## src/include/nfh_pkg.sv

```systemverilog
package nfh_pkg;

  // ----------------------------------------------------------------
  // widths and sizes
  // ----------------------------------------------------------------
  localparam int DATA_W = 8;
  localparam int COL_W = 11;
  localparam int ROW_W = 16;
  localparam int LEN_W = 12;
  localparam int FIFO_DEPTH = 8;
  localparam logic [LEN_W-1:0] PAGE_BYTES = 12'h840;
  localparam logic [2:0] ADDR_CYCLES = 3'h4;
  localparam logic [2:0] ROW_FIRST = 3'h2;
  localparam logic [2:0] COL_CYCLES = 3'h2;

  // ----------------------------------------------------------------
  // strobe timing, ns, and derived cycles at 40 MHz
  // ----------------------------------------------------------------
  localparam int CLK_PERIOD_NS = 25;
  localparam int T_WE_LO_NS = 25;
  localparam int T_WE_HI_NS = 25;
  localparam int T_RD_LO_NS = 50;
  localparam int T_RD_HI_NS = 25;
  localparam int T_BUSY_NS = 100;
  // least times, so round up; never below one cycle
  localparam int WE_LO_N = (T_WE_LO_NS + CLK_PERIOD_NS - 1) / CLK_PERIOD_NS;
  localparam int WE_HI_N = (T_WE_HI_NS + CLK_PERIOD_NS - 1) / CLK_PERIOD_NS;
  localparam int RD_LO_N = (T_RD_LO_NS + CLK_PERIOD_NS - 1) / CLK_PERIOD_NS;
  localparam int RD_HI_N = (T_RD_HI_NS + CLK_PERIOD_NS - 1) / CLK_PERIOD_NS;
  localparam int BUSY_N = (T_BUSY_NS + CLK_PERIOD_NS - 1) / CLK_PERIOD_NS;
  localparam logic [7:0] WE_LO_CYC = 8'((WE_LO_N < 1) ? 1 : WE_LO_N);
  localparam logic [7:0] WE_HI_CYC = 8'((WE_HI_N < 1) ? 1 : WE_HI_N);
  localparam logic [7:0] RD_LO_CYC = 8'((RD_LO_N < 1) ? 1 : RD_LO_N);
  localparam logic [7:0] RD_HI_CYC = 8'((RD_HI_N < 1) ? 1 : RD_HI_N);
  localparam logic [7:0] BUSY_CYC = 8'((BUSY_N < 1) ? 1 : BUSY_N);

  // ----------------------------------------------------------------
  // command codes
  // ----------------------------------------------------------------
  localparam logic [7:0] C_READ = 8'h00;
  localparam logic [7:0] C_READ_GO = 8'h30;
  localparam logic [7:0] C_READ_CB_GO = 8'h35;
  localparam logic [7:0] C_IDENT = 8'h90;
  localparam logic [7:0] C_RESET = 8'hFF;
  localparam logic [7:0] C_PROG = 8'h80;
  localparam logic [7:0] C_PROG_GO = 8'h10;
  localparam logic [7:0] C_CACHE_GO = 8'h15;
  localparam logic [7:0] C_CB_PROG = 8'h85;
  localparam logic [7:0] C_ERASE = 8'h60;
  localparam logic [7:0] C_ERASE_GO = 8'hD0;
  localparam logic [7:0] C_RAND_OUT = 8'h05;
  localparam logic [7:0] C_RAND_OUT_GO = 8'hE0;
  localparam logic [7:0] C_STATUS = 8'h70;
  localparam logic [7:0] IDENT_ADDR = 8'h00;

  typedef enum logic [3:0] {
    OP_READ, OP_READ_CB, OP_READ_ID, OP_RESET, OP_PROG, OP_CACHE,
    OP_CB_PROG, OP_ERASE, OP_RAND_IN, OP_RAND_OUT, OP_STATUS, OP_AUTO
  } nfh_op_t;

endpackage

```

## src/include/nfh_fifo_if.sv

```systemverilog
`timescale 1ns/1ps
`default_nettype none
interface nfh_fifo_if #(parameter int W = 8) ();
  logic in_valid;
  logic in_ready;
  logic [W-1:0] in_data;
  logic out_valid;
  logic out_ready;
  logic [W-1:0] out_data;
  modport fifo (input in_valid, in_data, out_ready,
                output in_ready, out_valid, out_data);
  modport ctl (output in_valid, in_data, out_ready,
               input in_ready, out_valid, out_data);
endinterface // nfh_fifo_if
`default_nettype wire

```

## src/design/nfh_fifo.sv

```systemverilog
`timescale 1ns/1ps
`default_nettype none
module nfh_fifo #(
  parameter int W = 8,
  parameter int D = 8
) (
  input wire logic clk_i,
  input wire logic rst_n_i,
  nfh_fifo_if.fifo f
);
  localparam int AW = (D > 1) ? $clog2(D) : 1;
  localparam logic [AW:0] FULL = (AW+1)'(D);
  localparam logic [AW-1:0] LAST = AW'(D - 1);

  logic [W-1:0] mem [D];
  logic [AW-1:0] wp;
  logic [AW-1:0] rp;
  logic [AW:0] cnt;
  wire push = f.in_valid && f.in_ready;
  wire pop = f.out_valid && f.out_ready;

  assign f.in_ready = (cnt != FULL);
  assign f.out_valid = (cnt != '0);
  assign f.out_data = mem[rp];

  always_ff @(posedge clk_i) begin
    if (push) begin
      mem[wp] <= f.in_data;
    end
  end

  always_ff @(posedge clk_i) begin
    if (!rst_n_i) begin
      wp <= '0;
      rp <= '0;
      cnt <= '0;
    end else begin
      if (push) begin
        wp <= (wp == LAST) ? '0 : wp + 1'b1;
      end
      if (pop) begin
        rp <= (rp == LAST) ? '0 : rp + 1'b1;
      end
      cnt <= cnt + (AW+1)'(push) - (AW+1)'(pop);
    end
  end
endmodule // nfh_fifo
`default_nettype wire

```

## src/design/nfh_host.sv

```systemverilog
`timescale 1ns/1ps
`default_nettype none
module nfh_host #(
  parameter logic POWERON_READ = 1'b1
) (
  input wire logic CLK_SYS_I,
  input wire logic RST_N_I,
  input wire logic CMD_VALID_I,
  output logic CMD_READY_O,
  input wire nfh_pkg::nfh_op_t CMD_OP_I,
  input wire logic [nfh_pkg::COL_W-1:0] CMD_COL_I,
  input wire logic [nfh_pkg::ROW_W-1:0] CMD_ROW_I,
  input wire logic [nfh_pkg::LEN_W-1:0] CMD_LEN_I,
  input wire logic WR_VALID_I,
  output logic WR_READY_O,
  input wire logic [nfh_pkg::DATA_W-1:0] WR_DATA_I,
  output logic RD_VALID_O,
  output logic [nfh_pkg::DATA_W-1:0] RD_DATA_O,
  output logic DONE_O,
  output logic ERR_O,
  output logic BUSY_O,
  output logic NAND_CE_N_O,
  output logic NAND_CLE_O,
  output logic NAND_ALE_O,
  output logic NAND_WE_N_O,
  output logic NAND_READ_STROBE_N_O,
  output logic NAND_WP_N_O,
  output logic NAND_PRE_O,
  input wire logic NAND_RB_I,
  input wire logic [nfh_pkg::DATA_W-1:0] NAND_IO_I,
  output logic [nfh_pkg::DATA_W-1:0] NAND_IO_O,
  output logic NAND_IO_OE_N_O
);
  import nfh_pkg::*;

  // ----------------------------------------------------------------
  // state
  // ----------------------------------------------------------------
  typedef enum logic [3:0] {
    S_IDLE, S_CMD1, S_ADDR, S_WDATA, S_CMD2, S_WAIT_WB, S_WAIT_RB,
    S_RDATA, S_DONE
  } nfh_state_t;

  nfh_state_t state;
  nfh_op_t op;
  logic [COL_W-1:0] col;
  logic [ROW_W-1:0] row;
  logic [LEN_W-1:0] cnt;
  logic [2:0] aidx;
  logic [7:0] tmr;
  logic act;
  logic lo_ph;
  logic we_n;
  logic re_n;
  logic wp_n;
  logic err;
  logic done;
  logic rd_valid;
  logic [DATA_W-1:0] rd_data;
  logic [DATA_W-1:0] io_out;

  nfh_fifo_if #(.W(DATA_W)) wq ();

  nfh_fifo #(.W(DATA_W), .D(FIFO_DEPTH)) u_wq (
    .clk_i(CLK_SYS_I),
    .rst_n_i(RST_N_I),
    .f(wq.fifo)
  );

  // ----------------------------------------------------------------
  // operation decode
  // ----------------------------------------------------------------
  wire is_read = (op == OP_READ) || (op == OP_READ_CB);
  wire is_prog = (op == OP_PROG) || (op == OP_CACHE);
  wire wr_dir = is_prog || (op == OP_CB_PROG) || (op == OP_RAND_IN);
  wire rd_dir = (op == OP_READ) || (op == OP_READ_ID) ||
                (op == OP_RAND_OUT) || (op == OP_STATUS) || (op == OP_AUTO);
  wire has_cmd2 = is_read || wr_dir && (op != OP_RAND_IN) ||
                  (op == OP_ERASE) || (op == OP_RAND_OUT);
  // array operations and reset pull ready/busy low after their last command
  wire needs_rb = is_read || is_prog || (op == OP_CB_PROG) ||
                  (op == OP_ERASE) || (op == OP_RESET);

  // only codes of the defined set can be produced here
  wire [7:0] cmd1 =
    is_read ? C_READ :
    (op == OP_READ_ID) ? C_IDENT :
    (op == OP_RESET) ? C_RESET :
    is_prog ? C_PROG :
    (op == OP_CB_PROG || op == OP_RAND_IN) ? C_CB_PROG :
    (op == OP_ERASE) ? C_ERASE :
    (op == OP_RAND_OUT) ? C_RAND_OUT : C_STATUS;
  wire [7:0] cmd2 =
    (op == OP_READ) ? C_READ_GO :
    (op == OP_READ_CB) ? C_READ_CB_GO :
    (op == OP_CACHE) ? C_CACHE_GO :
    (op == OP_ERASE) ? C_ERASE_GO :
    (op == OP_RAND_OUT) ? C_RAND_OUT_GO : C_PROG_GO;

  // erase skips the column cycles; random ops send column only
  wire [2:0] addr_first = (op == OP_ERASE) ? ROW_FIRST : 3'h0;
  wire [2:0] addr_end =
    (op == OP_READ_ID) ? 3'h1 :
    (op == OP_RAND_IN || op == OP_RAND_OUT) ? COL_CYCLES :
    (op == OP_RESET || op == OP_STATUS || op == OP_AUTO) ? 3'h0 :
    ADDR_CYCLES;
  wire has_addr = (addr_first != addr_end);

  // column then row, unused high bits of cycle two held low
  wire [7:0] addr_byte =
    (op == OP_READ_ID) ? IDENT_ADDR :
    (aidx == 3'h0) ? col[7:0] :
    (aidx == 3'h1) ? {5'h00, col[10:8]} :
    (aidx == 3'h2) ? row[7:0] : row[15:8];

  wire wdata_go = wr_dir && (cnt != '0);
  wire rdata_go = rd_dir && (cnt != '0);
  wire last_addr = ((aidx + 3'h1) == addr_end);
  wire last_byte = (cnt == LEN_W'(1));
  wire op_bad = (op > OP_AUTO);

  nfh_state_t after_cmd2;
  nfh_state_t after_wdata;
  nfh_state_t after_addr;
  nfh_state_t after_cmd1;
  assign after_cmd2 = needs_rb ? S_WAIT_WB : rdata_go ? S_RDATA : S_DONE;
  assign after_wdata = has_cmd2 ? S_CMD2 : S_DONE;
  assign after_addr = wdata_go ? S_WDATA :
                      has_cmd2 ? S_CMD2 : after_cmd2;
  assign after_cmd1 = has_addr ? S_ADDR : after_addr;

  // ----------------------------------------------------------------
  // acceptance
  // ----------------------------------------------------------------
  // while the device is busy only reset and status may go out
  wire busy_ok = NAND_RB_I || (CMD_OP_I == OP_RESET) ||
                 (CMD_OP_I == OP_STATUS);
  wire op_ok = (CMD_OP_I <= OP_AUTO);
  wire take = CMD_VALID_I && CMD_READY_O;
  wire [LEN_W-1:0] len_cl = (CMD_LEN_I > PAGE_BYTES) ? PAGE_BYTES :
                            CMD_LEN_I;
  wire [LEN_W-1:0] len_in = (CMD_OP_I == OP_STATUS) ? LEN_W'(1) : len_cl;

  // ----------------------------------------------------------------
  // strobe engine
  // ----------------------------------------------------------------
  wire wr_state = (state == S_CMD1) || (state == S_ADDR) ||
                  (state == S_WDATA) || (state == S_CMD2);
  wire start_wr = wr_state && !act &&
                  ((state != S_WDATA) || wq.out_valid);
  wire start_rd = (state == S_RDATA) && !act;
  wire lo_end = act && lo_ph && (tmr == 8'h00);
  wire hi_end = act && !lo_ph && (tmr == 8'h00);
  wire [7:0] wr_value = (state == S_CMD1) ? cmd1 :
                        (state == S_CMD2) ? cmd2 :
                        (state == S_ADDR) ? addr_byte : wq.out_data;

  assign wq.in_valid = WR_VALID_I;
  assign wq.in_data = WR_DATA_I;
  assign wq.out_ready = start_wr && (state == S_WDATA);
  assign WR_READY_O = wq.in_ready;

  always_ff @(posedge CLK_SYS_I) begin
    if (!RST_N_I) begin
      act <= 1'b0;
      lo_ph <= 1'b0;
      tmr <= 8'h00;
      we_n <= 1'b1;
      re_n <= 1'b1;
      io_out <= 8'h00;
    end else if (start_wr) begin
      act <= 1'b1;
      lo_ph <= 1'b1;
      tmr <= WE_LO_CYC - 8'h01;
      we_n <= 1'b0;
      io_out <= wr_value;
    end else if (start_rd) begin
      act <= 1'b1;
      lo_ph <= 1'b1;
      tmr <= RD_LO_CYC - 8'h01;
      re_n <= 1'b0;
    end else if (lo_end) begin
      // rising edge of the write strobe latches the value
      lo_ph <= 1'b0;
      tmr <= (state == S_RDATA) ? RD_HI_CYC - 8'h01 : WE_HI_CYC - 8'h01;
      we_n <= 1'b1;
      re_n <= 1'b1;
    end else if (hi_end) begin
      act <= 1'b0;
      // busy wait counts from the last strobe, not from idle
      tmr <= BUSY_CYC - 8'h01;
    end else if (state == S_IDLE || state == S_WAIT_WB) begin
      tmr <= (state == S_IDLE) ? BUSY_CYC - 8'h01 : tmr - 8'h01;
    end else if (act) begin
      tmr <= tmr - 8'h01;
    end
  end

  // ----------------------------------------------------------------
  // sequence
  // ----------------------------------------------------------------
  always_ff @(posedge CLK_SYS_I) begin
    if (!RST_N_I) begin
      state <= S_IDLE;
      op <= OP_STATUS;
      col <= '0;
      row <= '0;
      cnt <= '0;
      aidx <= 3'h0;
      done <= 1'b0;
      err <= 1'b0;
    end else begin
      done <= 1'b0;
      err <= 1'b0;
      case (state)
        S_IDLE: begin
          if (take) begin
            op <= CMD_OP_I;
            col <= CMD_COL_I;
            row <= CMD_ROW_I;
            cnt <= len_in;
            aidx <= (CMD_OP_I == OP_ERASE) ? ROW_FIRST : 3'h0;
            if (!op_ok) begin
              state <= S_DONE;
            end else if (CMD_OP_I == OP_AUTO) begin
              // stream the first page with no command ahead
              state <= (len_in != '0) ? S_RDATA : S_DONE;
            end else begin
              state <= S_CMD1;
            end
          end
        end
        S_CMD1: begin
          if (hi_end) begin
            state <= after_cmd1;
          end
        end
        S_ADDR: begin
          if (hi_end) begin
            aidx <= aidx + 3'h1;
            if (last_addr) begin
              state <= after_addr;
            end
          end
        end
        S_WDATA: begin
          if (hi_end) begin
            cnt <= cnt - LEN_W'(1);
            if (last_byte) begin
              state <= after_wdata;
            end
          end
        end
        S_CMD2: begin
          if (hi_end) begin
            state <= after_cmd2;
          end
        end
        S_WAIT_WB: begin
          // give the device time to pull ready/busy low
          if (tmr == 8'h00) begin
            state <= S_WAIT_RB;
          end
        end
        S_WAIT_RB: begin
          if (NAND_RB_I) begin
            state <= rdata_go ? S_RDATA : S_DONE;
          end
        end
        S_RDATA: begin
          if (hi_end) begin
            cnt <= cnt - LEN_W'(1);
            if (last_byte) begin
              state <= S_DONE;
            end
          end
        end
        S_DONE: begin
          done <= 1'b1;
          err <= op_bad;
          state <= S_IDLE;
        end
        default: begin
          state <= S_IDLE;
        end
      endcase
    end
  end

  // ----------------------------------------------------------------
  // read capture and pins
  // ----------------------------------------------------------------
  always_ff @(posedge CLK_SYS_I) begin
    if (!RST_N_I) begin
      rd_valid <= 1'b0;
      rd_data <= 8'h00;
      wp_n <= 1'b0;
    end else begin
      // write protect stays on through reset, released after
      wp_n <= 1'b1;
      rd_valid <= (state == S_RDATA) && lo_end;
      if ((state == S_RDATA) && lo_end) begin
        rd_data <= NAND_IO_I;
      end
    end
  end

  assign CMD_READY_O = (state == S_IDLE) && busy_ok;
  assign BUSY_O = (state != S_IDLE);
  assign DONE_O = done;
  assign ERR_O = err;
  assign RD_VALID_O = rd_valid;
  assign RD_DATA_O = rd_data;
  assign NAND_CE_N_O = (state == S_IDLE) || (state == S_DONE);
  assign NAND_CLE_O = (state == S_CMD1) || (state == S_CMD2);
  assign NAND_ALE_O = (state == S_ADDR);
  assign NAND_WE_N_O = we_n;
  assign NAND_READ_STROBE_N_O = re_n;
  assign NAND_WP_N_O = wp_n;
  assign NAND_PRE_O = POWERON_READ;
  assign NAND_IO_O = io_out;
  assign NAND_IO_OE_N_O = !wr_state;
endmodule // nfh_host
`default_nettype wire

```

## config.mk

```make
export PLATFORM = sky130hd
export DESIGN_NAME = nfh_host
export DESIGN_NICKNAME = d
export VERILOG_FILES = /design/src/include/nfh_pkg.sv /design/src/include/nfh_fifo_if.sv /design/src/design/nfh_fifo.sv /design/src/design/nfh_host.sv
export SDC_FILE = /design/constraint.sdc
export NUM_CORES = 1
export LEC_CHECK = 0
export BUFFER_PORTS_ARGS = -buffer_cell sky130_fd_sc_hd__clkbuf_2
export CORE_MARGIN = 2
export CORE_UTILIZATION = 45
export DETAILED_ROUTE_END_ITERATION = 8
export MAX_ROUTING_LAYER = met4
export REMOVE_ABC_BUFFERS = 1
export SLEW_MARGIN = 20
export SYNTH_ARGS = -nofsm -noshare
export SYNTH_HDL_FRONTEND = slang
export SYNTH_SLANG_ARGS = --single-unit
```

## constraint.sdc

```tcl
create_clock -name CLK_SYS_I -period 3.6 [get_ports CLK_SYS_I]
set_input_delay 0.54 -clock CLK_SYS_I [delete_from_list [all_inputs] [get_ports CLK_SYS_I]]
set_output_delay 0.54 -clock CLK_SYS_I [all_outputs]
set_load 0.005 [all_outputs]
```

# Word level (Yosys, flattened, before mapping)
# Memory sizes are Yosys's and may differ from the RTL's. A register that Yosys moved wholly into a read port is not among the register bits.
# Index checks and enable logic that the tools add are counted.
[op_classes]
muxes = 78
bitwise = 2
eq_ne = 47
addsub = 7
reduce_logical = 76
n_lt_le_gt_ge = 3
[op_table]
columns = ["op", "n"]
rows = [
  ["2-to-1 mux 8 bit", 20],
  ["2-to-1 mux 4 bit", 20],
  ["2-to-1 mux 12 bit", 4],
  ["equality test 4 x 3 -> 1 bit, second input constant", 9],
  ["one-hot mux 4 bit (8 select lines)", 1],
  ["equality test 4 bit, second input constant", 7],
  ["logical OR 1 bit", 28],
  ["2-to-1 mux 3 bit", 9],
  ["one-hot mux 12 bit (2 select lines)", 1],
  ["nonzero test 12 bit", 2],
  ["equality test 4 x 2 -> 1 bit, second input constant", 5],
  ["!= test 2 bit, second input constant", 10],
  ["2-to-1 mux 1 bit", 17],
  ["logical AND 1 bit", 16],
  ["2-to-1 mux 7 bit", 2],
  ["equality test 12 x 1 -> 1 bit, second input constant", 1],
  ["> comparator 12 bit, second input constant", 1],
  ["subtractor 12 x 1 -> 12 bit, second input constant", 1],
  ["AND reduction 11 bit", 1],
  ["AND reduction 2 bit", 5],
  ["nonzero test 2 bit", 5],
  ["adder 3 x 1 -> 3 bit, second input constant", 3],
  ["nonzero test 3 bit", 3],
  ["equality test 4 x 1 -> 1 bit, second input constant", 2],
  ["other kinds (27)", 40],
]
[totals]
wordCells = 236
out_inout_bits = 30
ramBits = 64
input_bits = 64
mem_count = 1
regBits = 92
[memory_table]
columns = ["name", "depth", "width", "rd", "rd_clocked_by_memory_dff", "wr", "line_no", "text"]
rows = [
  ["u_wq.mem", 8, 8, 1, 1, 1, "nfh_fifo.sv:15", "logic [W-1:0] mem [D];"],
]

# Logic depth before layout (Yosys ltp)
# Gate-level depths: netlist (run 1).
[logic_depth]
word_depth = 13
ltp_mapped = 14
depth_no_buf = 14

# Modules after synthesis
# A second synthesis (run 1) with hierarchy kept.
[hier_totals]
hier_cells = 765
area_unflattened_um2 = 7932.6
[by_module_without_submodules]
columns = ["mod", "area_per_inst_um2", "cells_per_inst", "n_inst"]
rows = [
  ["nfh_host", 4762.1, 595, 1],
  ["nfh_fifo", 3170.5, 170, 1],
]

# Least setup slack after synthesis (run 1)
# OpenSTA, ideal clock, no wires.
[synth_timing]
path_type = "reg-to-reg"
from = "register u_wq.cnt[2]"
to = "register u_wq.cnt[2]"
path_buffers = 0
slack_ps = 1115
stages_incl_launch_ff = 14
synth_period_minus_slack_ps = 2485
arrival_ps = 2357
cell_sequence = "dfxtp_1 -> inv_1 -> ha_1 -> nor4bb_1 -> o21ai_0 -> and3_1 -> nand3_1 -> inv_1 -> ha_1 -> inv_1 -> ha_1 -> fa_1 -> xnor2_1 -> nor2_1"
[synth_between]
elab_chain_cells = 6
word_cells_on_any_way = 9
classes_between = "add/sub (2); eq/ne (1); reduce/logical (6)"
[synth_rtl]
columns = ["element", "line_no", "text"]
rows = [
  ["from (decl)", "nfh_fifo.sv:18", "logic [AW:0] cnt;"],
  ["from (signal assigned)", "nfh_fifo.sv:44", "cnt <= cnt + (AW+1)'(push) - (AW+1)'(pop);"],
  ["nonzero test 4 bit (*)", "nfh_fifo.sv:23", "assign f.out_valid = (cnt != '0);"],
  ["logical OR 1 bit", "nfh_host.sv:150", "((state != S_WDATA) || wq.out_valid);"],
  ["logical AND 1 bit", "nfh_host.sv:149", "wire start_wr = wr_state && !act &&"],
  ["logical AND 1 bit", "nfh_host.sv:160", "assign wq.out_ready = start_wr && (state == S_WDATA);"],
  ["logical AND 1 bit (*)", "nfh_fifo.sv:20", "wire pop = f.out_valid && f.out_ready;"],
  ["net u_wq.pop", "nfh_fifo.sv:20", ""],
  ["subtractor 4 x 1 -> 4 bit (*)", "nfh_fifo.sv:44", ""],
]
# Mark *: on every way through the listed nets, which the timed path passes. The rest lies on a longest branch.
# A chain may end at the register's enable or synchronous reset.

# Final worst setup path (run 1)
[layout_timing]
from = "register state[2]"
to = "register u_wq.cnt[1]"
[layout_between]
elab_chain_cells = 9
word_cells_on_any_way = 14
classes_between = "add/sub (1); eq/ne (5); reduce/logical (8)"
[layout_rtl]
columns = ["element", "line_no", "text"]
rows = [
  ["from (decl)", "nfh_host.sv:44", "nfh_state_t state;"],
  ["from (signal assigned)", "nfh_host.sv:227", "state <= (len_in != '0) ? S_RDATA : S_DONE;"],
  ["from (signal assigned)", "nfh_host.sv:235", "state <= after_cmd1;"],
  ["from (signal assigned)", "nfh_host.sv:242", "state <= after_addr;"],
  ["equality test 4 x 1 -> 1 bit or equality test 4 x 2 -> 1 bit (tied branches)", "nfh_host.sv:147", "wire wr_state = (state == S_CMD1) || (state == S_ADDR) ||"],
  ["logical OR 1 bit (2 in series)", "nfh_host.sv:147", ""],
  ["logical OR 1 bit", "nfh_host.sv:148", "(state == S_WDATA) || (state == S_CMD2);"],
  ["logical AND 1 bit (2 in series)", "nfh_host.sv:149", ""],
  ["logical AND 1 bit (*)", "nfh_host.sv:160", ""],
  ["logical AND 1 bit (*)", "nfh_fifo.sv:20", ""],
  ["net u_wq.pop", "nfh_fifo.sv:20", ""],
  ["subtractor 4 x 1 -> 4 bit (*)", "nfh_fifo.sv:44", ""],
]
# Marks and branches as above.

==> summary.md, run 1 <==
| Metric | Value |
|---|---|
| Status | `finished clean` |
| Period utilization | `between 80% and 90%` |
| Commonest non-fill, non-tap cell in the layout | `nand2_1` |
| Critical path endpoint category | `flop` |
| Static Leakage | `3.338 nW` |
| Chip Width | `around 140 um` |
| Register Area | `3824 um^2` |
| Area of the multi-input gates | `roughly 3700 um^2` |
| Vias per cell | `between 5 and 6` |
| DRT iter0 DRCs | `443` |
| FP Rows | `48` |
| Total of max-cap violations | `0` |
| Worst Skew | `7.572 ps` |
| YS warnings | `0` |
| Gr ovfl total | `0` |
| Most frequent cells in the layout | `nand2_1, dfxtp_1, clkbuf_2` |
| Die H | `135.4 um` |
| Least-Margin Pin Slew | `around 940 ps` |
| CP Data Arrival Time | `roughly 3400 ps` |
| Largest net degree at the start of global routing | `52` |
| DR vias | `6365` |
| Io pins | `94` |
| Placer congestion estimate | `0.9377` |
| CTS tree | `done` |
| Clk buf depth | `2` |
| Hold Path Class | `input pin to flop` |
| # hold bufs at CTS | `0` |
| Synth area leader | `edfxtp_1` |
| Fillers | `1567` |
| Antenna violations before repair | `0` |
| Sw frac | `36.34%` |
| Peak VDD IR | `0.3836 mV` |
| Residual DRC count | `0` |
| Initial core utilization | `45.42%` |
| Net count, final | `959` |
| Die ar. | `18340 um^2` |
| PortBufs | `92` |
| Final Hold Fails | `0` |
| Post-synth top flop | `dfxtp_1` |
| Max FO, Critical Path | `20` |
| CTS clk-pin slew, worst paths | `60 ps` |
| Crit path cell chain | `or3_1 -> and3_1 -> nand3_1 -> inv_1 -> ha_1 -> inv_1 -> ha_1 -> fa_1 -> and2_1` |
| ANT nets after route | `0` |
| Ranking of synthesized cells by area | `edfxtp_1, dfxtp_1, nand2_1` |
| Top cell family by delay on the critical path | `simple AND/OR/NAND/NOR gates` |
| Clock group share of total power | `approximately 29%` |
| Clk Latency, worst-skew pair | `between 400 and 500 ps` |
| Vias in the first global route | `6194` |
| Asr flop ratio synth | `0%` |
| CORE AREA | `17120 um^2` |
| Seq/Total Area, Yosys | `about half` |
| Synth Instances | `between 700 and 800` |
| PostCTS Resize Cnt | `0` |
| Area grow syn2layout | `15.66%` |
| # setup viols final | `0` |
| Max-slew headroom | `37.33%` |
| Total wire length | `19600 um` |
| Post-synth EDFFs | `64` |
| DP HPWL | `13930 um` |
| Inserted Diodes | `0` |
| Yosys cell types | `77` |
| CTS Buf Count | `17` |
| Worst EP required | `between 3000 and 4000 ps` |
| Top-area cell type share of the netlist area | `about a quarter` |
| Root buffer cell | `clkbuf_16` |
| Layout cells sized above 1 | `19.12%` |
| P_int | `3.739 mW` |
| RSZ-0062 raised after global routing | `no` |
| Pwr/cell area | `653.2 nW/um^2` |
| Crit path kind | `flop to flop` |
| DRT Pass-1 Iters | `6` |
| CP bufs+invs | `2` |
| Number of post-CTS setup repair buffers | `0` |
| Setup TNS | `0 ps` |
| Startpoint types | `flop` |
| GRT Total Usage | `22.78%` |
| Tmin final | `3039 ps` |
| Inst Count DP | `around 1100` |
| Final number of max-transition violations | `0` |
| P_sw | `2.134 mW` |
| Yosys reg bits | `159` |
| H-tree levels | `4` |
| Non-Filler Instances | `1114` |
| Combinational share of power | `about a third` |
| Worst path max stage delay | `roughly 750 ps` |
| Netlist Area Pre-Place | `7774 um^2` |
| First-pass GRT wire length | `31730 um` |
| CP max stage cell | `dfxtp_1` |
| Average cell area after synthesis | `9.766 um^2` |
| Fmax achieved | `0.3291 GHz` |
| Wire per inst | `17.59 um` |
| Flop pwr share | `39.4%` |
| CTS Sinks | `159` |
==> Yosys cell counts, types with 4 or more instances <==
library cell / instances
nand2_1: 108
dfxtp_1: 95
a21oi_1: 76
edfxtp_1: 64
nor2_1: 54
o21ai_0: 45
clkbuf_1: 31
nand3_1: 28
inv_1: 26
nor3_1: 19
ha_1: 18
mux4_2: 16
a211oi_1: 11
a31oi_1: 11
buf_2: 11
nor2b_1: 10
mux2i_1: 9
nand2b_1: 9
nor3b_1: 9
xnor2_1: 9
nand4_1: 8
nor4_1: 8
a22oi_1: 7
xor2_1: 7
and3_1: 6
o211ai_1: 6
or3_1: 6
and2_1: 5
o211a_1: 5
o22ai_1: 5
a32oi_1: 4
or4_1: 4
==> metal layers <==
metal | share of wire, % | vias up | wire length, um | GRT usage [%]
met2 | 50 | 182 | 9811 | 37.59
met1 | 42 | 3044 | 8307 | 27.43
met4 | 2.3 | 0 | 459 | 7.581
li1 | - | 3101 | - | -
met3 | 5.2 | 38 | 1017 | 5.724
met5 | 0 | - | 0 | -
==> path summary, 6_finish.rpt <==
check | cells past startpoint | slack [ps] | endpoint | start
setup / recovery | 9 | 560 | u_wq.cnt[1] | state[2]
hold / removal | 3 | 340 | row[3] | CMD_ROW_I[3]
setup reg to reg | 9 | 560 | u_wq.cnt[1] | state[2]
hold reg to reg | 2 | 450 | row[5] | row[5]
==> metrics by stage <==
stage / power (mW) / util [%] / hold WS, ps / instance area (um^2) / worst slack, ps
global route: 6.250 / 52.53 / 323.7 / 8991 / 263.7
finish: 5.873 / 52.53 / 335.8 / 8991 / 561.3
detailed placement: 4.208 / 49.32 / 446.7 / 8442 / 560.3
CTS: 5.904 / 52.53 / 323.5 / 8991 / 537.7
floorplan: 3.590 / - / 431.7 / 7572 / -430.0
global placement: 4.165 / 49.32 / 443.7 / 8442 / 708.5
==> state kept, by name, summed over array words and instances (netlist names), 3 cells and up, named ones only <==
signal / cells
aidx: 3
row: 16
tmr: 8
NAND_IO_O: 8
cnt: 12
op: 4
u_wq.mem: 64
u_wq.cnt: 4
u_wq.wp: 3
col: 11
u_wq.rp: 3
RD_DATA_O: 8
state: 4
==> logic make-up after synthesis <==
logic type,count (synthesis),share of synthesized area (%)
DFF,159,49.19
muxes,25,5.794
AOI/OAI and AO/OA,206,17.13
adders and majority gates,19,3.155
and+or+nand+nor,296,18.94
xor gates and xnor gates,16,1.803
buffers and inverters,74,3.943
other,1,0.04824
==> tightest hold or removal path: cells and delay by family <==
kind,cells,cell delay [ps]
buf+inv,1,80
compound gates,1,50
simple gates,1,40
==> cell type report <==
class / count / area share, %
sequential: 159 / 42.53
inverter: 28 / 1.169
multi-input combinational: 563 / 40.69
timing repair buffer: 107 / 6.374
clock buffer: 19 / 4.926
tap: 225 / 3.131
clock inverter: 13 / 1.183
==> power groups by stage <==
stage	Combinational, mW	Sequential, mW	Clock [mW]
after global routing	2.09	2.35	1.81
after global placement	1.83	2.33	0
final	1.87	2.32	1.69
after detailed placement	1.86	2.35	0
after CTS	1.87	2.31	1.72
after floorplan	1.29	2.30	0
Power figures use the tool's default switching activity.
==> inputs of run 2 (changes only) <==
--- a/config.mk
+++ b/config.mk
@@ -10,6 +10,7 @@
 export CORE_UTILIZATION = 45
 export DETAILED_ROUTE_END_ITERATION = 8
 export MAX_ROUTING_LAYER = met4
+export PLACE_DENSITY = 0.67
 export REMOVE_ABC_BUFFERS = 1
 export SLEW_MARGIN = 20
 export SYNTH_ARGS = -nofsm -noshare
==> constraint.sdc (replaced) <==
create_clock -name CLK_SYS_I -period 2.75 [get_ports CLK_SYS_I]
set_input_delay 0.4125 -clock CLK_SYS_I [delete_from_list [all_inputs] [get_ports CLK_SYS_I]]
set_output_delay 0.4125 -clock CLK_SYS_I [all_outputs]
set_load 0.005 [all_outputs]
==> run 2 against run 1 <==
  * Die area stayed put
  * Via count shrank 0.28%
  * Critical path depth is 4 lower
  * Sequential share of layout area down 1.2 points
  * Critical endpoint is now NAND_ALE_O
  * Clock power is 45% higher
  * Largest power group unchanged
  * Register-to-register slack got worse by 370 ps
  * Global-route usage shrank 1.0 points
  * Combinational power rose by 39%
==> summary.md, run 2 (same netlist as run 1, synthesis figures left out) <==
| Metric | Value |
|---|---|
| Die ar. | `18340 um^2 (unchanged)` |
| Residual DRC count | `0 (unchanged)` |
| Gr ovfl total | `0 (unchanged)` |
| Vias in the first global route | `5990 (was 6194)` |
| Tmin final | `2642 ps` |
| Worst EP required | `2340 ps (was 3910 ps)` |
| Max reg flops | `64 (unchanged)` |
| Hold path depth | `3 (unchanged)` |
| Total wire length | `18870 um (was 19600 um)` |
| Startpoint types | `flop (unchanged)` |
| Wire length on met1 | `8700 um (was 8307 um)` |
| Pwr/cell area | `868.7 nW/um^2 (was 653.2 nW/um^2)` |
| P_int | `5.110 mW (was 3.739 mW)` |
| Total of max-cap violations | `0 (unchanged)` |
| CTS clk-pin slew, worst paths | `70 ps (was 60 ps)` |
| Period utilization | `96.07%` |
| Placer congestion estimate | `0.9088 (was 0.9377)` |
| Max FO, Critical Path | `14 (was 20)` |
| R2r worst-path depth | `13 (was 9)` |
| Non-Filler Instances | `1137 (was 1114)` |
| ANT nets after route | `0 (unchanged)` |
| DR vias | `6347 (was 6365)` |
| Biggest regs | `u_wq.mem (64), row (16), cnt (12) (unchanged)` |
| Io pins | `94 (unchanged)` |
| Crit path kind | `flop to output pin (was flop to flop)` |
| Chip Width | `135.4 um (unchanged)` |
| Least-Margin Pin Slew | `728.6 ps (was 936.7 ps)` |
| Area grow syn2layout | `18.96% (was 15.66%)` |
| DRT iter0 DRCs | `470 (was 443)` |
| Clk buf depth | `2 (unchanged)` |
| Design Area, Final | `9248 um^2 (was 8991 um^2)` |
| # setup viols final | `0 (unchanged)` |
| CTS Sinks | `159 (unchanged)` |
| Largest net degree at the start of global routing | `47 (was 52)` |
| Clock group share of total power | `30.5% (was 28.7%)` |
| Pre-CTS setup slack | `185.6 ps (was 560.3 ps)` |
| Initial core utilization | `45.42% (unchanged)` |
| Sw frac | `36.40% (was 36.34%)` |
| Clk Latency, worst-skew pair | `430 ps (was 420 ps)` |
| Commonest non-fill, non-tap cell in the layout | `nand2_1 (unchanged)` |
| Met3 WL | `845 um (was 1017 um)` |
| Vias per cell | `5.582 (was 5.714)` |
| CTS tree | `done (unchanged)` |
| Final setup margin | `108.1 ps (was 561.3 ps)` |
| Layout cells sized above 1 | `21.05% (was 19.12%)` |
| Die H | `135.4 um (unchanged)` |
| Setup TNS | `0 ps (unchanged)` |
| FP Rows | `48 (unchanged)` |
| Placed cell area | `8617 um^2 (was 8442 um^2)` |
| CORE AREA | `17120 um^2 (unchanged)` |
| Hold Path Class | `input pin to flop (unchanged)` |
| Antenna violations before repair | `0 (unchanged)` |
| Number of post-CTS setup repair buffers | `0 (unchanged)` |
| DRT Pass-1 Iters | `6 (unchanged)` |
| Most flops, register | `u_wq.mem (unchanged)` |
| PostCTS Resize Cnt | `0 (unchanged)` |
| Combinational share of power | `32.2% (was 31.8%)` |
| First-pass GRT wire length | `30150 um (was 31730 um)` |
| Inst Count DP | `1105 (was 1082)` |
| Fmax achieved | `0.3785 GHz` |
| Top Layer Used | `met4 (unchanged)` |
| Final number of max-transition violations | `0 (unchanged)` |
| DP HPWL | `13380 um (was 13930 um)` |
| RSZ-0062 raised after global routing | `no (unchanged)` |
| PortBufs | `92 (unchanged)` |
| Most frequent cells in the layout | `nand2_1, dfxtp_1, clkbuf_2 (unchanged)` |
| Peak VDD IR | `0.5191 mV (was 0.3836 mV)` |
| Root buffer cell | `clkbuf_16 (unchanged)` |
| Inserted Diodes | `0 (unchanged)` |
| WL met2 | `9016 um (was 9811 um)` |
| Wire per inst | `16.60 um (was 17.59 um)` |
| CTS Buf Count | `17 (unchanged)` |
| Final Hold Fails | `0 (unchanged)` |
| Status | `finished clean (unchanged)` |
| Critical path endpoint category | `output pin (was flop)` |
| Static Leakage | `3.491 nW (was 3.338 nW)` |
| Net count, final | `982 (was 959)` |
| H-tree levels | `4 (unchanged)` |
| # hold bufs at CTS | `0 (unchanged)` |
| P_sw | `2.924 mW (was 2.134 mW)` |
| CP Data Arrival Time | `2230 ps (was 3350 ps)` |
| Flop pwr share | `37.2% (was 39.4%)` |
| Max-slew headroom | `51.42% (was 37.33%)` |
| Worst Skew | `10.80 ps (was 7.572 ps)` |
| GRT Total Usage | `21.76% (was 22.78%)` |
==> run 2: cell types whose count changed in the layout (fill, tap and decap cells not counted), moves of 2 or more <==
cell      before  now
buf_4         15   37
clkinv_8       0    5
inv_8          2    6
clkinv_2       3    0
clkinv_4       3    1
inv_6          4    2
nor3_1        16   18
nor3_2         3    1
==> run 2: layout make-up <==
cell class | instances | area (um^2)
Clock inverter | 15 | 205.2
Multi-Input combinational cell | 563 | 3649
Timing Repair Buffer | 130 | 758.2
Tap cell | 225 | 281.5
Sequential cell | 159 | 3824
Fill cell | 1556 | 7869
Inverter | 28 | 105.1
Clock buffer | 17 | 425.4
==> run 2: power groups by stage <==
stage / Combinational [mW] / Sequential, mW / Clock, mW
final: 2.59 / 2.99 / 2.45
after global routing: 2.88 / 3.03 / 2.59
after CTS: 2.57 / 2.99 / 2.50
after detailed placement: 2.56 / 3.04 / 0
after global placement: 2.53 / 3.03 / 0
after floorplan: 1.68 / 3.01 / 0
==> run 2: path summary, 6_finish.rpt <==
check / startpoint / to / slack, ps
setup reg to reg: u_wq.cnt[2] / u_wq.cnt[2] / 190
setup / recovery: state[0] / NAND_ALE_O / 110
hold reg to reg: row[12] / row[12] / 450
hold / removal: CMD_COL_I[0] / col[0] / 190
==> run 2: layer usage <==
layer | vias to the layer above | GRT usage (%)
li1 | 3135 | -
met1 | 3036 | 28.08
met2 | 153 | 34.21
met3 | 23 | 4.377
met4 | 0 | 7.928
met5 | - | -
==> run 2: through the flow <==
step / hold slack (ps) / power (mW) / util, %
2_1_floorplan: 431.7 / 4.699 / -
3_3_place_gp: 440.6 / 5.565 / 50.34
3_5_place_dp: 444.8 / 5.593 / 50.34
4_1_cts: 173.1 / 8.058 / 54.03
5_1_grt: 188.1 / 8.504 / 54.03
6_report: 191.5 / 8.034 / 54.03
==> run 2: worst max-delay path, stage by stage, from the launching register on <==
cell,delay [ps]
dfxtp_1,340
buf_4,200
or4b_1,690
inv_1,230
buf_4,220
clkbuf_2,130
==> inputs of run 3 (changes only) <==
--- a/config.mk
+++ b/config.mk
@@ -10,7 +10,6 @@
 export CORE_UTILIZATION = 45
 export DETAILED_ROUTE_END_ITERATION = 8
 export MAX_ROUTING_LAYER = met4
-export PLACE_DENSITY = 0.67
 export REMOVE_ABC_BUFFERS = 1
 export SLEW_MARGIN = 20
 export SYNTH_ARGS = -nofsm -noshare
==> constraint.sdc (replaced) <==
create_clock -name CLK_SYS_I -period 2.9 [get_ports CLK_SYS_I]
set_input_delay 0.435 -clock CLK_SYS_I [delete_from_list [all_inputs] [get_ports CLK_SYS_I]]
set_output_delay 0.435 -clock CLK_SYS_I [all_outputs]
set_load 0.005 [all_outputs]
==> run 3 against run 2 <==
  * Register-to-register slack better by 50 ps
  * Clock-buffer cell count up 2
  * Power down 8.9%
  * Sequential share of layout area is 0.79 points higher
==> summary.md, run 3 (same netlist as run 1, synthesis figures left out) <==
| Metric | Value |
|---|---|
| Status | `finished clean (unchanged)` |
| First-pass GRT wire length | `31790 um (was 30150 um)` |
| PortBufs | `92 (unchanged)` |
| Area grow syn2layout | `16.74% (was 18.96%)` |
| Top cell family by delay on the critical path | `buffers and inverters (unchanged)` |
| DR vias | `6423 (was 6347)` |
| CTS tree | `done (unchanged)` |
| Crit path depth | `4 (was 5)` |
| Crit path launch | `state[0] (unchanged)` |
| Most flops, register | `u_wq.mem (unchanged)` |
| Flop pwr share | `38.9% (was 37.2%)` |
| Static Leakage | `3.385 nW (was 3.491 nW)` |
| Worst Skew | `10.54 ps (was 10.80 ps)` |
| Worst R2R Start | `u_wq.cnt[2] (unchanged)` |
| Period utilization | `93.69%` |
| Final Hold Fails | `0 (unchanged)` |
| Die ar. | `18340 um^2 (unchanged)` |
| CTS clk-pin slew, worst paths | `70 ps (about the same)` |
| Inserted Diodes | `0 (unchanged)` |
| Io pins | `94 (unchanged)` |
| Gr ovfl total | `0 (unchanged)` |
| Tmin final | `approximately 2700 ps` |
| Fmax achieved | `~0.37 GHz` |
| P_int | `4.685 mW (was 5.110 mW)` |
| CTS Sinks | `159 (unchanged)` |
| CTS Buf Count | `17 (unchanged)` |
| Hold Path Class | `input pin to flop (unchanged)` |
| Root buffer cell | `clkbuf_16 (unchanged)` |
| Net count, final | `972 (was 982)` |
| Commonest non-fill, non-tap cell in the layout | `nand2_1 (unchanged)` |
| Vias per cell | `5.699 (was 5.582)` |
| Max FO, Critical Path | `13 (was 14)` |
| Initial core utilization | `45.42% (unchanged)` |
| Max reg flops | `64 (unchanged)` |
| Pwr/cell area | `806.1 nW/um^2 (was 868.7 nW/um^2)` |
| Final setup margin | `182.9 ps (was 108.1 ps)` |
| Hold path depth | `3 (unchanged)` |
| ANT nets after route | `0 (unchanged)` |
| P_sw | `2.631 mW (was 2.924 mW)` |
| Setup crit end | `NAND_ALE_O (unchanged)` |
| Wire per inst | `17.25 um (was 16.60 um)` |
| Peak VDD IR | `0.5091 mV (was 0.5191 mV)` |
| Residual DRC count | `0 (unchanged)` |
| Setup TNS | `0 ps (unchanged)` |
| CP bufs+invs | `3 (was 4)` |
| Crit path kind | `flop to output pin (unchanged)` |
| DP HPWL | `13850 um (was 13380 um)` |
| Pre-CTS setup slack | `224.9 ps (was 185.6 ps)` |
| Clk Latency, worst-skew pair | `430 ps (about the same)` |
| PostCTS Resize Cnt | `0 (unchanged)` |
| Fillers | `1562 (was 1556)` |
| Clock group share of total power | `28.3% (was 30.5%)` |
| DRT iter0 DRCs | `325 (was 470)` |
| R2R Setup Slk | `240 ps (was 190 ps)` |
| H-tree levels | `4 (unchanged)` |
| Placer congestion estimate | `0.9327 (was 0.9088)` |
| Worst hold slack | `224.5 ps (was 191.5 ps)` |
| Worst EP required | `2470 ps (was 2340 ps)` |
| Inst Count DP | `1095 (was 1105)` |
| Clk buf depth | `2 (unchanged)` |
| Non-Filler Instances | `1127 (was 1137)` |
| Sw frac | `35.96% (was 36.40%)` |
| CORE AREA | `17120 um^2 (unchanged)` |
| Vias in the first global route | `6287 (was 5990)` |
| Number of post-CTS setup repair buffers | `0 (unchanged)` |
| Largest net degree at the start of global routing | `60 (was 47)` |
| Die H | `135.4 um (unchanged)` |
| DRT Pass-1 Iters | `5 (was 6)` |
| Most frequent cells in the layout | `nand2_1, dfxtp_1, clkbuf_2 (unchanged)` |
| R2r worst-path depth | `13 (unchanged)` |
| Total wire length | `19440 um (was 18870 um)` |
| Worst path max stage delay | `660 ps (was 690 ps)` |
| FP Rows | `48 (unchanged)` |
| # hold bufs at CTS | `0 (unchanged)` |
| RSZ-0062 raised after global routing | `no (unchanged)` |
| Total of max-cap violations | `0 (unchanged)` |
| CP max stage cell | `or4b_1 (unchanged)` |
| CP Data Arrival Time | `2280 ps (was 2230 ps)` |
| # setup viols final | `0 (unchanged)` |
| Biggest regs | `u_wq.mem (64), row (16), cnt (12) (unchanged)` |
| Critical path endpoint category | `output pin (unchanged)` |
| R2R Path End | `u_wq.cnt[2] (unchanged)` |
| Final number of max-transition violations | `0 (unchanged)` |
| Layout cells sized above 1 | `19.96% (was 21.05%)` |
| Chip Width | `135.4 um (unchanged)` |
| Startpoint types | `flop (unchanged)` |
| Combinational share of power | `32.9% (was 32.2%)` |
| Least-Margin Pin Slew | `728.1 ps (was 728.6 ps)` |
| HP Start | `CMD_ROW_I[3] (was CMD_COL_I[0])` |
| Max-slew headroom | `51.28% (was 51.42%)` |
| Antenna violations before repair | `0 (unchanged)` |
| Crit path cell chain | `buf_4 -> or4b_1 -> inv_1 -> clkbuf_2 (was buf_4 -> or4b_1 -> inv_1 -> buf_4 -> clkbuf_2)` |
| GRT Total Usage | `22.72% (was 21.76%)` |
[run 3: cell types whose count changed in the layout (fill, tap and decap cells not counted), moves of 2 or more]
cell / change
inv_6: +2
clkinvlp_4: +4
inv_8: -5
clkinv_8: -5
buf_4: -9
[run 3: worst min-delay path by stage]
stage / end / slack, ps
floorplan: col[4] / 430
CTS: row[6] / 210
global placement: RD_DATA_O[4] / 440
finish: row[3] / 220
detailed placement: RD_DATA_O[3] / 450
global route: col[10] / 220
[run 3: layer usage]
metal,track usage (%),wire length (um)
met1,27.06,8233
met2,38.97,9832
met3,4.115,939
met4,7.755,435
met5,-,0
[run 3: power by group through the flow]
stage / Sequential [mW] / Combinational [mW] / Clock (mW)
6_report: 2.84 / 2.40 / 2.07
2_1_floorplan: 2.86 / 1.60 / 0
3_3_place_gp: 2.87 / 2.35 / 0
3_5_place_dp: 2.89 / 2.39 / 0
5_1_grt: 2.88 / 2.70 / 2.20
4_1_cts: 2.84 / 2.41 / 2.12
[run 3: metrics by stage]
step | area, um^2 | utilization (%) | total power [mW]
after floorplan | 7572 | - | 4.456
after global placement | 8529 | 49.83 | 5.221
after detailed placement | 8529 | 49.83 | 5.281
after CTS | 9075 | 53.02 | 7.373
after global routing | 9075 | 53.02 | 7.776
final | 9075 | 53.02 | 7.315
[run 3: final cells by class]
cell class / count / area, um^2 / share of cell area, %
Clock buffer: 19 / 442.9 / 4.881
Clock inverter: 13 / 102.6 / 1.131
Inverter: 28 / 105.1 / 1.158
Multi-Input combinational cell: 563 / 3649 / 40.20
Sequential cell: 159 / 3824 / 42.13
Tap cell: 225 / 281.5 / 3.102
Timing Repair Buffer: 120 / 670.6 / 7.390
[run 3: worst register-to-register path, stage by stage (launching register included)]
cell and delay, ps:
dfxtp_1 300, inv_1 90, ha_1 170, nor4bb_1 240, o21ai_0 120, and3_1 220, nand3_1 200, inv_1 70
ha_1 270, inv_1 40, ha_1 200, fa_1 380, xnor2_1 160, nor2_1 50
